### config.mk
export PLATFORM = sky130hd
export DESIGN_NAME = srtc_top
export DESIGN_NICKNAME = d
export VERILOG_FILES = /design/src/include/srtc_pkg.sv /design/src/rtl/srtc_top.sv
export SDC_FILE = /design/constraint.sdc
export NUM_CORES = 1
export LEC_CHECK = 0
export ABC_AREA = 0
export BUFFER_PORTS_ARGS = -buffer_cell sky130_fd_sc_hd__buf_4
export CORE_MARGIN = 5
export CORE_UTILIZATION = 42
export DETAILED_ROUTE_END_ITERATION = 10
export SETUP_SLACK_MARGIN = 0.05
export SLEW_MARGIN = 20
export SYNTH_ARGS = -nofsm -noshare
export SYNTH_HDL_FRONTEND = slang
export SYNTH_SLANG_ARGS = --single-unit
### constraint.sdc
create_clock -name sys_clk -period 1.79 [get_ports sys_clk]
set_input_delay 0 -clock sys_clk [delete_from_list [all_inputs] [get_ports sys_clk]]
set_output_delay 0 -clock sys_clk [all_outputs]
set_load 0.01 [all_outputs]
### src/include/srtc_pkg.sv
/*
  Package for the sleep, global reset and output tristate sequencer:
  timing constants, reset values and the pin-control carrier struct.
  Assumes a 200 MHz system clock.
*/
package srtc_pkg;

  // =========================================================
  // clock and timing
  // =========================================================
  localparam int CLK_PERIOD_PS = 5000;
  localparam int SLEEP_ENTRY_DELAY_NS = 400;
  localparam int SLEEP_EXIT_DELAY_US = 400;
  localparam int LOAD_DELAY_US = 400;
  // all times round down; the entry time never below one cycle
  localparam int SLEEP_ENTRY_CYCLES =
    (SLEEP_ENTRY_DELAY_NS * 1000) / CLK_PERIOD_PS < 1 ? 1 :
    (SLEEP_ENTRY_DELAY_NS * 1000) / CLK_PERIOD_PS;
  localparam int SLEEP_EXIT_CYCLES = (SLEEP_EXIT_DELAY_US * 1000000) / CLK_PERIOD_PS;
  localparam int LOAD_CYCLES = (LOAD_DELAY_US * 1000000) / CLK_PERIOD_PS;
  localparam int CNT_W = 20;

  // =========================================================
  // reset values
  // =========================================================
  localparam logic [CNT_W-1:0] CNT_RST = 20'h00000;

  // =========================================================
  // states
  // =========================================================
  typedef enum logic [4:0] {
    SRTC_ST_LOAD  = 5'h01,
    SRTC_ST_RUN   = 5'h02,
    SRTC_ST_ENTER = 5'h04,
    SRTC_ST_SLEEP = 5'h08,
    SRTC_ST_WAKE  = 5'h10
  } srtc_state_t;

  // =========================================================
  // pin-control carrier
  // =========================================================
  typedef struct packed {
    logic io_tristate;
    logic io_pullup;
    logic core_reset_n;
    logic core_powered;
  } srtc_ctrl_t;

  // pads float with pull-ups, core powered but held in reset, as while loading
  localparam srtc_ctrl_t CTRL_RST = 4'hD;

endpackage : srtc_pkg

### src/rtl/srtc_top.sv
/*
  Sequencer for sleep entry/exit, configuration load after supply valid,
  global reset and global output tristate of a small programmable part.
  Assumes sleep, reset and tristate pins are asynchronous board signals;
  pull-ups on pins are modelled by the pad ring outside.
*/
`timescale 1ns/1ps

// Notes on behaviour
// - sleep low: powered down within 400 ns
// - sleep high: awake within density bound
// - sleep high means normal operation
// - tristate pin high floats every output
// - active-low global reset acts device-wide
// - configuration holds I/O tristated, pulled up (pull-up only with cfg_tristate_opt or erased)
// - erased device keeps I/O tristated, pulled
// - I/O active within load time after supplies
module srtc_top #(
  parameter int SLEEP_EXIT_CYCLES = srtc_pkg::SLEEP_EXIT_CYCLES,
  parameter int LOAD_CYCLES = srtc_pkg::LOAD_CYCLES
) (
  // clock, reset, enable
  input wire logic sys_clk,
  input wire logic rst_b,
  input wire logic clk_en,
  // supply and configuration status
  input wire logic supplies_valid,
  input wire logic device_erased,
  input wire logic cfg_tristate_opt,
  // board control pins
  input wire logic sleep_request_n,
  input wire logic global_set_reset_n,
  input wire logic global_output_tristate,
  // controls to core and pad ring
  output srtc_pkg::srtc_ctrl_t ctrl,
  output logic io_active,
  output logic asleep
);

  // =========================================================
  // pin synchronisers
  // =========================================================
  logic [3:0] meta_r;
  logic [3:0] sync_r;
  logic [3:0] meta_nxt;
  logic [3:0] sync_nxt;

  always_comb
  begin
    meta_nxt = {supplies_valid, sleep_request_n, global_set_reset_n, global_output_tristate};
    sync_nxt = meta_r;
  end

  always_ff @(posedge sys_clk)
  begin
    if (!rst_b)
    begin
      // sleep and reset pins idle high (pull-ups)
      meta_r <= 4'h6;
      sync_r <= 4'h6;
    end
    else if (clk_en)
    begin
      meta_r <= meta_nxt;
      sync_r <= sync_nxt;
    end
  end

  logic sup_s;
  logic sleep_n_s;
  logic gsr_n_s;
  logic ts_s;
  assign {sup_s, sleep_n_s, gsr_n_s, ts_s} = sync_r;

  // =========================================================
  // sequencer
  // =========================================================
  srtc_pkg::srtc_state_t state_r;
  srtc_pkg::srtc_state_t state_nxt;
  logic [srtc_pkg::CNT_W-1:0] cnt_r;
  logic [srtc_pkg::CNT_W-1:0] cnt_nxt;

  function automatic logic [srtc_pkg::CNT_W-1:0] last_of(input int n);
    last_of = srtc_pkg::CNT_W'(n - 1);
  endfunction : last_of

  always_comb
  begin
    state_nxt = state_r;
    cnt_nxt = cnt_r + 20'h00001;
    unique case (state_r)
      srtc_pkg::SRTC_ST_LOAD:
      begin
        // load timer only runs once supplies are good
        if (!sup_s || device_erased)
          cnt_nxt = srtc_pkg::CNT_RST;
        else if (cnt_r == last_of(LOAD_CYCLES))
        begin
          state_nxt = srtc_pkg::SRTC_ST_RUN;
          cnt_nxt = srtc_pkg::CNT_RST;
        end
      end
      srtc_pkg::SRTC_ST_RUN:
      begin
        cnt_nxt = srtc_pkg::CNT_RST;
        if (!sleep_n_s)
          state_nxt = srtc_pkg::SRTC_ST_ENTER;
      end
      srtc_pkg::SRTC_ST_ENTER:
      begin
        // entry completes regardless of pin changes
        if (cnt_r == last_of(srtc_pkg::SLEEP_ENTRY_CYCLES))
        begin
          state_nxt = srtc_pkg::SRTC_ST_SLEEP;
          cnt_nxt = srtc_pkg::CNT_RST;
        end
      end
      srtc_pkg::SRTC_ST_SLEEP:
      begin
        cnt_nxt = srtc_pkg::CNT_RST;
        if (sleep_n_s)
          state_nxt = srtc_pkg::SRTC_ST_WAKE;
      end
      srtc_pkg::SRTC_ST_WAKE:
      begin
        if (cnt_r == last_of(SLEEP_EXIT_CYCLES))
        begin
          state_nxt = srtc_pkg::SRTC_ST_RUN;
          cnt_nxt = srtc_pkg::CNT_RST;
        end
      end
      default:
      begin
        state_nxt = srtc_pkg::SRTC_ST_LOAD;
        cnt_nxt = srtc_pkg::CNT_RST;
      end
    endcase
    // supply loss restarts configuration
    if (!sup_s)
    begin
      state_nxt = srtc_pkg::SRTC_ST_LOAD;
      cnt_nxt = srtc_pkg::CNT_RST;
    end
  end

  always_ff @(posedge sys_clk)
  begin
    if (!rst_b)
    begin
      state_r <= srtc_pkg::SRTC_ST_LOAD;
      cnt_r <= srtc_pkg::CNT_RST;
    end
    else if (clk_en)
    begin
      state_r <= state_nxt;
      cnt_r <= cnt_nxt;
    end
  end

  // =========================================================
  // output controls
  // =========================================================
  srtc_pkg::srtc_ctrl_t ctrl_nxt;
  logic io_active_nxt;
  logic asleep_nxt;

  always_comb
  begin
    io_active_nxt = (state_nxt == srtc_pkg::SRTC_ST_RUN);
    asleep_nxt = (state_nxt == srtc_pkg::SRTC_ST_SLEEP);
    ctrl_nxt.core_powered = !asleep_nxt;
    ctrl_nxt.core_reset_n = gsr_n_s && io_active_nxt;
    ctrl_nxt.io_pullup = 1'b0;
    ctrl_nxt.io_tristate = 1'b0;
    if (state_nxt == srtc_pkg::SRTC_ST_LOAD)
    begin
      // option off on a non-erased device lets pads float without pull-up while loading
      ctrl_nxt.io_tristate = 1'b1;
      ctrl_nxt.io_pullup = cfg_tristate_opt || device_erased;
    end
    else if (!io_active_nxt || ts_s)
      ctrl_nxt.io_tristate = 1'b1;
  end

  always_ff @(posedge sys_clk)
  begin
    if (!rst_b)
    begin
      ctrl <= srtc_pkg::CTRL_RST;
      io_active <= 1'b0;
      asleep <= 1'b0;
    end
    else if (clk_en)
    begin
      ctrl <= ctrl_nxt;
      io_active <= io_active_nxt;
      asleep <= asleep_nxt;
    end
  end

  // enabled cycles spent in entry; saturates so a stuck entry cannot wrap
  logic [7:0] ent_time_r;
  logic [7:0] ent_time_nxt;

  always_comb
  begin
    ent_time_nxt = ent_time_r;
    if (state_r != srtc_pkg::SRTC_ST_ENTER)
      ent_time_nxt = 8'h00;
    else if (ent_time_r != 8'hFF)
      ent_time_nxt = ent_time_r + 8'h01;
  end

  always_ff @(posedge sys_clk)
  begin
    if (!rst_b)
      ent_time_r <= 8'h00;
    else if (clk_en)
      ent_time_r <= ent_time_nxt;
  end
endmodule : srtc_top

# --- Word level (Yosys, flattened, before mapping) ---
# Cells that the tools add are included.
totals:
  word_cells: 43
  register_bits: 39
  output_inout_bits: 6
  inputBits: 9
classes:
  eq_ne: 10
  reduce_logical: 7
  n_addsub: 1
  mux: 15
op_table:
  columns: ["op", "n"]
  rows:
  - ["$mux W20", 4]
  - ["$pmux W20 S3", 1]
  - ["$mux W5", 6]
  - ["$pmux W5 S5", 1]
  - ["$add A20 B1 Y20 const B", 1]
  - ["$eq A20 B17 Y1 const B", 1]
  - ["$eq A20 B7 Y1 const B", 1]
  - ["$eq A5 B1 Y1 const B", 2]
  - ["$eq A5 B2 Y1 const B", 2]
  - ["$eq A5 B4 Y1 const B", 2]
  - ["$eq A5 B3 Y1 const B", 1]
  - ["$eq A5 B5 Y1 const B", 1]
  - ["$logic_not A1 Y1", 3]
  - ["$logic_or A1 B1 Y1", 3]
  - ["$mux W1", 3]
  - ["$logic_and A1 B1 Y1", 1]

# --- Longest topological paths before layout ---
# Gate-level depths: netlist of run 1.
depth:
  ltp_word: 10
  ltp_mapped: 8
  depth_no_buf: 7

# --- Least setup slack after synthesis of run 1 ---
# Ideal clock, no wire load.
synth_timing:
  path_type: "reg-to-reg"
  startpoint: "reg cnt_r[0] (netlist bit)"
  endpoint: "reg cnt_r[18] (netlist bit)"
  period_less_slack_ps: 1828
  t_required_ps: 1728
  n_path_buf: 0
  path_stages_with_launch: 8
  setup_time_ps: 62
  path_slack_ps: -38
  arrival_time_ps: 1766
  path_cell_list: "dfxtp_1 > ha_1 > nand4_1 > nand4b_4 > o21bai_4 > a211o_4 > or3_1 > nand3_1"
synth_between:
  elab_chain_len: 5
  elab_cells_between_ends: 8
  cone_classes: "1 x add/sub; 2 x eq/ne; 5 x mux"
synth_rtl:
  columns: ["element", "line_no", "rtl"]
  rows:
  - ["from (decl)", "srtc_top.sv:80", "logic [srtc_pkg::CNT_W-1:0] cnt_r;"]
  - ["from (signal assigned)", "srtc_top.sv:151", "cnt_r <= srtc_pkg::CNT_RST;"]
  - ["from (signal assigned)", "srtc_top.sv:156", "cnt_r <= cnt_nxt;"]
  - ["$add A20 B1 Y20 or $eq A20 B17 Y1 (tied branches)", "srtc_top.sv:90, srtc_top.sv:97, srtc_top.sv:126", null]
  - ["$mux W20", "srtc_top.sv:97, srtc_top.sv:126", null]
  - ["$mux W20", "srtc_top.sv:95", "if (!sup_s || device_erased)"]
  - ["$pmux W20 S3 (*)", "srtc_top.sv:91", "unique case (state_r)"]
  - ["$mux W20 (*)", "srtc_top.sv:139", "if (!sup_s)"]
# Every way passes the cells marked *; elsewhere a longest branch is shown, timed or not.
# A chain may end at the register's enable or synchronous reset.

# --- Final worst setup path of run 1 ---
# Same ends and word-level chain as after synthesis.

==> results of run 1 <==
critical path: stages (launching register included):
cell and delay (ps):
dfxtp_2 340, ha_4 150, nand4_1 120, nand4b_4 210
o21bai_4 90, buf_6 130, a211o_4 390, or3_4 380
nand3_2 100
report_power, final:
group | leakage (nW) | switching [mW] | internal (mW)
Clock | 0.0612 | 0.338 | 0.452
Combinational | 0.901 | 0.0513 | 0.0519
Sequential | 0.321 | 0.00625 | 0.874
per-layer routing:
layer,GRT usage (%),part of all wire (%)
met1,27.1,47
met3,4.12,2.6
met2,30.3,49
met4,6.15,1.4
met5,0,0
registers in the layout (all words and copies together), names as in the netlist:
signal / cells
meta_r: 4
cnt_r: 20
ctrl: 4
state_r: 5
asleep: 1
io_active: 1
sync_r: 4
kinds of logic after synthesis:
family                   share of synthesized area (%)
AO/OA/AOI/OAI                                     20.0
buffers and inverters                             5.65
XOR/XNOR                                          2.40
flip-flops                                        35.6
AND/OR/NAND/NOR                                   31.7
multiplexers                                      4.11
adder cells (fa/ha/maj)                          0.571
timing repair:
item / CTS / global route
hold buffers: 7 / 0
pin swaps: 19 / 18
gates cloned: 0 / 0
hold endpoints to repair: 7 / 0
gates resized for setup: 25 / 42
setup endpoints to repair: 29 / 31
setup buffers: 7 / 3
cell usage after synthesis, types with 5 or more instances:
| library cell | n | area share, % |
|---|---|---|
| mux2i_1 | 9 | 4.1 |
| o211ai_1 | 5 | 1.7 |
| dfxtp_1 | 39 | 36 |
| nand3_1 | 17 | 3.9 |
| nand4_1 | 5 | 1.4 |
| nand2_1 | 37 | 6.3 |
| inv_1 | 8 | 1.4 |
| nor3_1 | 5 | 1.1 |
| nor2_1 | 28 | 4.8 |
| o21ai_0 | 13 | 3.0 |
| a21oi_1 | 10 | 2.3 |
through the flow:
step                cell area, um2  utilization, %  total power [mW]
finish                        3300            65.0              1.77
global route                  3300            65.0              1.84
CTS                           3090            60.8              1.78
detailed placement            2750            54.2             0.987
global placement              2750            54.2             0.986
floorplan                     2200               -             0.947
cell type report:
cell class	instances	area, um2	area share (%)
repair buffers	90	763	23.1
well taps	70	87.6	2.66
inverters	8	30.0	0.911
multi-input cells	196	1500	45.4
clock buffers	6	82.6	2.50
clock inverters	2	35.0	1.06
flip-flops and latches	39	801	24.3
final timing paths:
check	startpoint	end	slack [ps]	cells after the start
setup / recovery	cnt_r[0]	cnt_r[18]	-170	8
hold / removal	cfg_tristate_opt	ctrl[2]	40	4
setup reg to reg	cnt_r[0]	cnt_r[18]	-170	8
hold reg to reg	asleep	asleep	440	2
==> run metrics, run 1 <==
status complete, but fails checks; violated checks negative setup slack; Final Max Tran Viols 0; CTS max path bufs 2; TritonCTS Buffers 5; detailed placement HPWL 3.93 mm; Non-Filler Instances 411; TritonCTS Sinks 39; FILL cells 418; Place WS -246 ps; I/O pin count 15; max_cap viols 0; final global-route overflow total 0; post-route antenna net violation count 0; vias per cell 5.27; port bufs 14; Detailed Route WL 6.23 mm; Die Y 82.2 um; slew margin rel. 79.3%; Primary FF master, synth dfxtp_1; CP Launch Type flip-flop; Die ar. 0.00676 mm2; Placed Cells 386; maximum vdd drop 0.000483 V; Synthesized Nets 267; final period utilization 110%; fin crit period 1960 ps; critical path data required time 2030 ps; EDFF count, synth 0; clk_skew 12.5 ps; Die Wd 82.2 um; warnings from Yosys 0; most common cell after layout, fill and taps aside buf_4; core area 0.00507 mm2; CTS tree built; register bit total from synthesis 39; clock slew at reported path FFs 90 ps; Layout area overhead 50.4%; Nets 350; # H-tree levels 2; largest net degree at the start of global routing 23; Highest Clock Rate 510 MHz; final hold slack 43.6 ps; CP Capture Type flip-flop; hold violation count in the final report 0; drt wl/cell 15.2 um; fraction of registers with async set/reset 0%; final antenna diode count 0; pwr/cell area 538 mW/mm2; Clk Tree Root Cell clkbuf_8; Leakage Power 1.28 nW; mean area per synthesized cell 8.53 um2; later-pin clock latency in the skew report 300 ps; crit path DAT 2200 ps; worst hold path class input pin to flip-flop; Synth cell types 57; Cell Area, Synth 0.00219 mm2; setup_tns -1590 ps; Worst Max-Slew Pin Slew 307 ps; Final WS setup -171 ps; share of post-route cells with drive strength above 1 43.1%; Starting Density 43.2%; RSZ-0062 raised after global routing true; vias in the first global route 2,160; final setup fails 20; GPL Wtd Cong 0.894; WS Path Type flip-flop to flip-flop; initial antenna violation count 0; Seq/Total Area, Yosys 35.6%; DR pass1 iterations 4; starting DRC count in detailed routing 168; commonest cells after routing, fill and taps aside buf_4 (69), nand2_1 (37), nor2_1 (28); global-route wire length before repair 10.2 mm; critical path fanouts, max 7; vias 2,168; cell count after synthesis 257; Global Route Usage Sum 19.6%; Rows 26; drc violations 0
Note: power is estimated with default switching activity, not from simulation.
==> run 2: changes to the inputs <==
--- a/config.mk
+++ b/config.mk
@@ -10,6 +10,7 @@
 export CORE_MARGIN = 5
 export CORE_UTILIZATION = 42
 export DETAILED_ROUTE_END_ITERATION = 10
+export GPL_TIMING_DRIVEN = 0
 export SETUP_SLACK_MARGIN = 0.05
 export SLEW_MARGIN = 20
 export SYNTH_ARGS = -nofsm -noshare
==> run 2 against run 1 <==
Effect of this change:
- the flow still finishes with violations (negative setup slack)
- worst setup slack gained 66 ps
- largest cell class unchanged
- die area is the same
- critical path depth shrank 1
- sequential cell count is the same
- via count shrank 6.4%
- fmax grew 3.5%
==> run metrics, run 2 (same netlist as run 1, synthesis figures left out) <==
Nets 313 (-11%); Starting Density 43.2% (unchanged); WS Path Type flip-flop to flip-flop; met3 Use GR 3.80% (-0.33 points); core area 0.00507 mm2 (unchanged); status complete, but fails checks; crit path DAT 2130 ps (-70 ps); clk_skew 7.20 ps (-5.32 ps); largest net degree at the start of global routing 13 (-43%); violated checks negative setup slack; met1 Track Usage GR 23.5% (-3.6 points); biggest regs cnt_r (20), state_r (5); initial antenna violation count 0 (unchanged); Layout area overhead 34.6%; drc violations 0 (unchanged); CTS max path bufs 2 (unchanged); pwr/cell area 550 mW/mm2 (+2.2%); max reg flops 20 (unchanged); vias 2,030 (-6.4%); maximum vdd drop 0.000514 V (+6.4%); TritonCTS Sinks 39 (unchanged); GPL Wtd Cong 0.801 (-10%); fin crit period 1890 ps (-65.8 ps); TritonCTS Buffers 5 (unchanged); Seq. cell area 820 um2 (+2.3%); Non-Filler Instances 374 (-9.0%); Die Y 82.2 um (unchanged); final period utilization 106% (-3.7 points); hold violation count in the final report 0 (unchanged); final setup fails 23 (+15%); CP Capture Type flip-flop; final antenna diode count 0 (unchanged); Rows 26 (unchanged); port bufs 13 (-1); post-route antenna net violation count 0 (unchanged); max_cap viols 0 (unchanged); GR met2 Demand/Resource 26.8% (-3.5 points); Die Wd 82.2 um (unchanged); Detailed Route WL 5.65 mm (-9.3%); Reg with most FFs cnt_r; RSZ-0062 raised after global routing true; area occupied by multi-input gates 0.00147 mm2 (-1.6%); Final WS setup -105 ps (+65.8 ps); critical path data required time 2020 ps (about the same); Placed Cells 340 (-12%); commonest cells after routing, fill and taps aside nand2_1 (36), buf_4 (33), dfxtp_1 (24); final non-filler cell area 0.00295 mm2 (-11%); DP Area 0.00238 mm2 (-13%); CP Launch Type flip-flop; drt wl/cell 15.1 um (-0.36%); later-pin clock latency in the skew report 290 ps (about the same); Worst Max-Slew Pin Slew 677 ps (+369 ps); # H-tree levels 2 (unchanged); Die ar. 0.00676 mm2 (unchanged); Highest Clock Rate 528 MHz (+3.5%); Clk Tree Root Cell clkbuf_8; CTS tree built; critical path fanouts, max 6 (-1); most used routing layer met2; vias per cell 5.43 (+2.9%); Final Max Tran Viols 0 (unchanged); worst hold path class input pin to flip-flop; clock slew at reported path FFs 80 ps (about the same); vias in the first global route 1,809 (-16%); starting DRC count in detailed routing 159 (-5.4%); Leakage Power 1.03 nW (-20%); global-route wire length before repair 8.89 mm (-13%); share of post-route cells with drive strength above 1 37.2% (-5.9 points); FILL cells 465 (+11%); slew margin rel. 54.9% (-24 points); Global Route Usage Sum 17.1% (-2.5 points); DR pass1 iterations 4 (unchanged); I/O pin count 15 (unchanged); final global-route overflow total 0 (unchanged); detailed placement HPWL 3.60 mm (-8.5%); most common cell after layout, fill and taps aside nand2_1
==> run 2: path summary, 6_finish.rpt <==
kind                  from         to  slack, ps  cells past startpoint
setup / recovery  cnt_r[1]   cnt_r[8]       -100                      7
hold / removal       rst_b  sync_r[2]         20                      2
setup reg to reg  cnt_r[1]   cnt_r[8]       -100                      7
hold reg to reg     asleep     asleep        450                      2
==> run 2: what timing repair did <==
item,in CTS,in global routing
setup buffers,11,12
pin swaps,4,19
setup endpoints to repair,30,31
gates resized for setup,27,51
cloned,0,1
hold endpoints to repair,4,0
hold buffers,4,0
==> run 2: layout make-up <==
cell class | instances | share of cell area [%]
multi-input combinational | 196 | 50.0
sequential | 39 | 27.8
timing repair buffer | 40 | 10.9
buffer | 13 | 3.86
clock buffer | 7 | 3.27
tap | 70 | 2.97
inverter | 8 | 1.02
clock inverter | 1 | 0.254
==> run 2: stage by stage <==
step,hold WS (ps),power [mW],setup TNS [ps],setup slack [ps],utilization (%)
after floorplan,128,0.947,0,47.3,-
after global placement,216,0.978,-4350,-310,47.0
after detailed placement,227,0.979,-4270,-261,47.0
after CTS,20.9,1.65,-941,-64.3,53.1
after global routing,41.6,1.70,-3310,-182,58.1
final,20.3,1.62,-1080,-105,58.1
==> run 2: report_power, final <==
group	internal (mW)	switching, mW
Combinational	0.0383	0.0477
Sequential	0.865	0.00700
Clock	0.351	0.313
Total	1.25	0.368
==> run 2: critical path, stage by stage (launching register included) <==
cell and delay, ps:
dfxtp_4 360, ha_4 150, nand4_1 120, nand4b_4 240, o21bai_4 130, a211o_4 390, or3_1 360, o21ai_1 80
==> run 2: layer usage <==
layer | share of wire [%] | wire length (um) | vias up
li1 | - | - | 1016
met1 | 49 | 2740 | 955
met2 | 46 | 2610 | 51
met3 | 4.0 | 227 | 8
met4 | 1.1 | 61 | 0
met5 | 0 | 0 | -
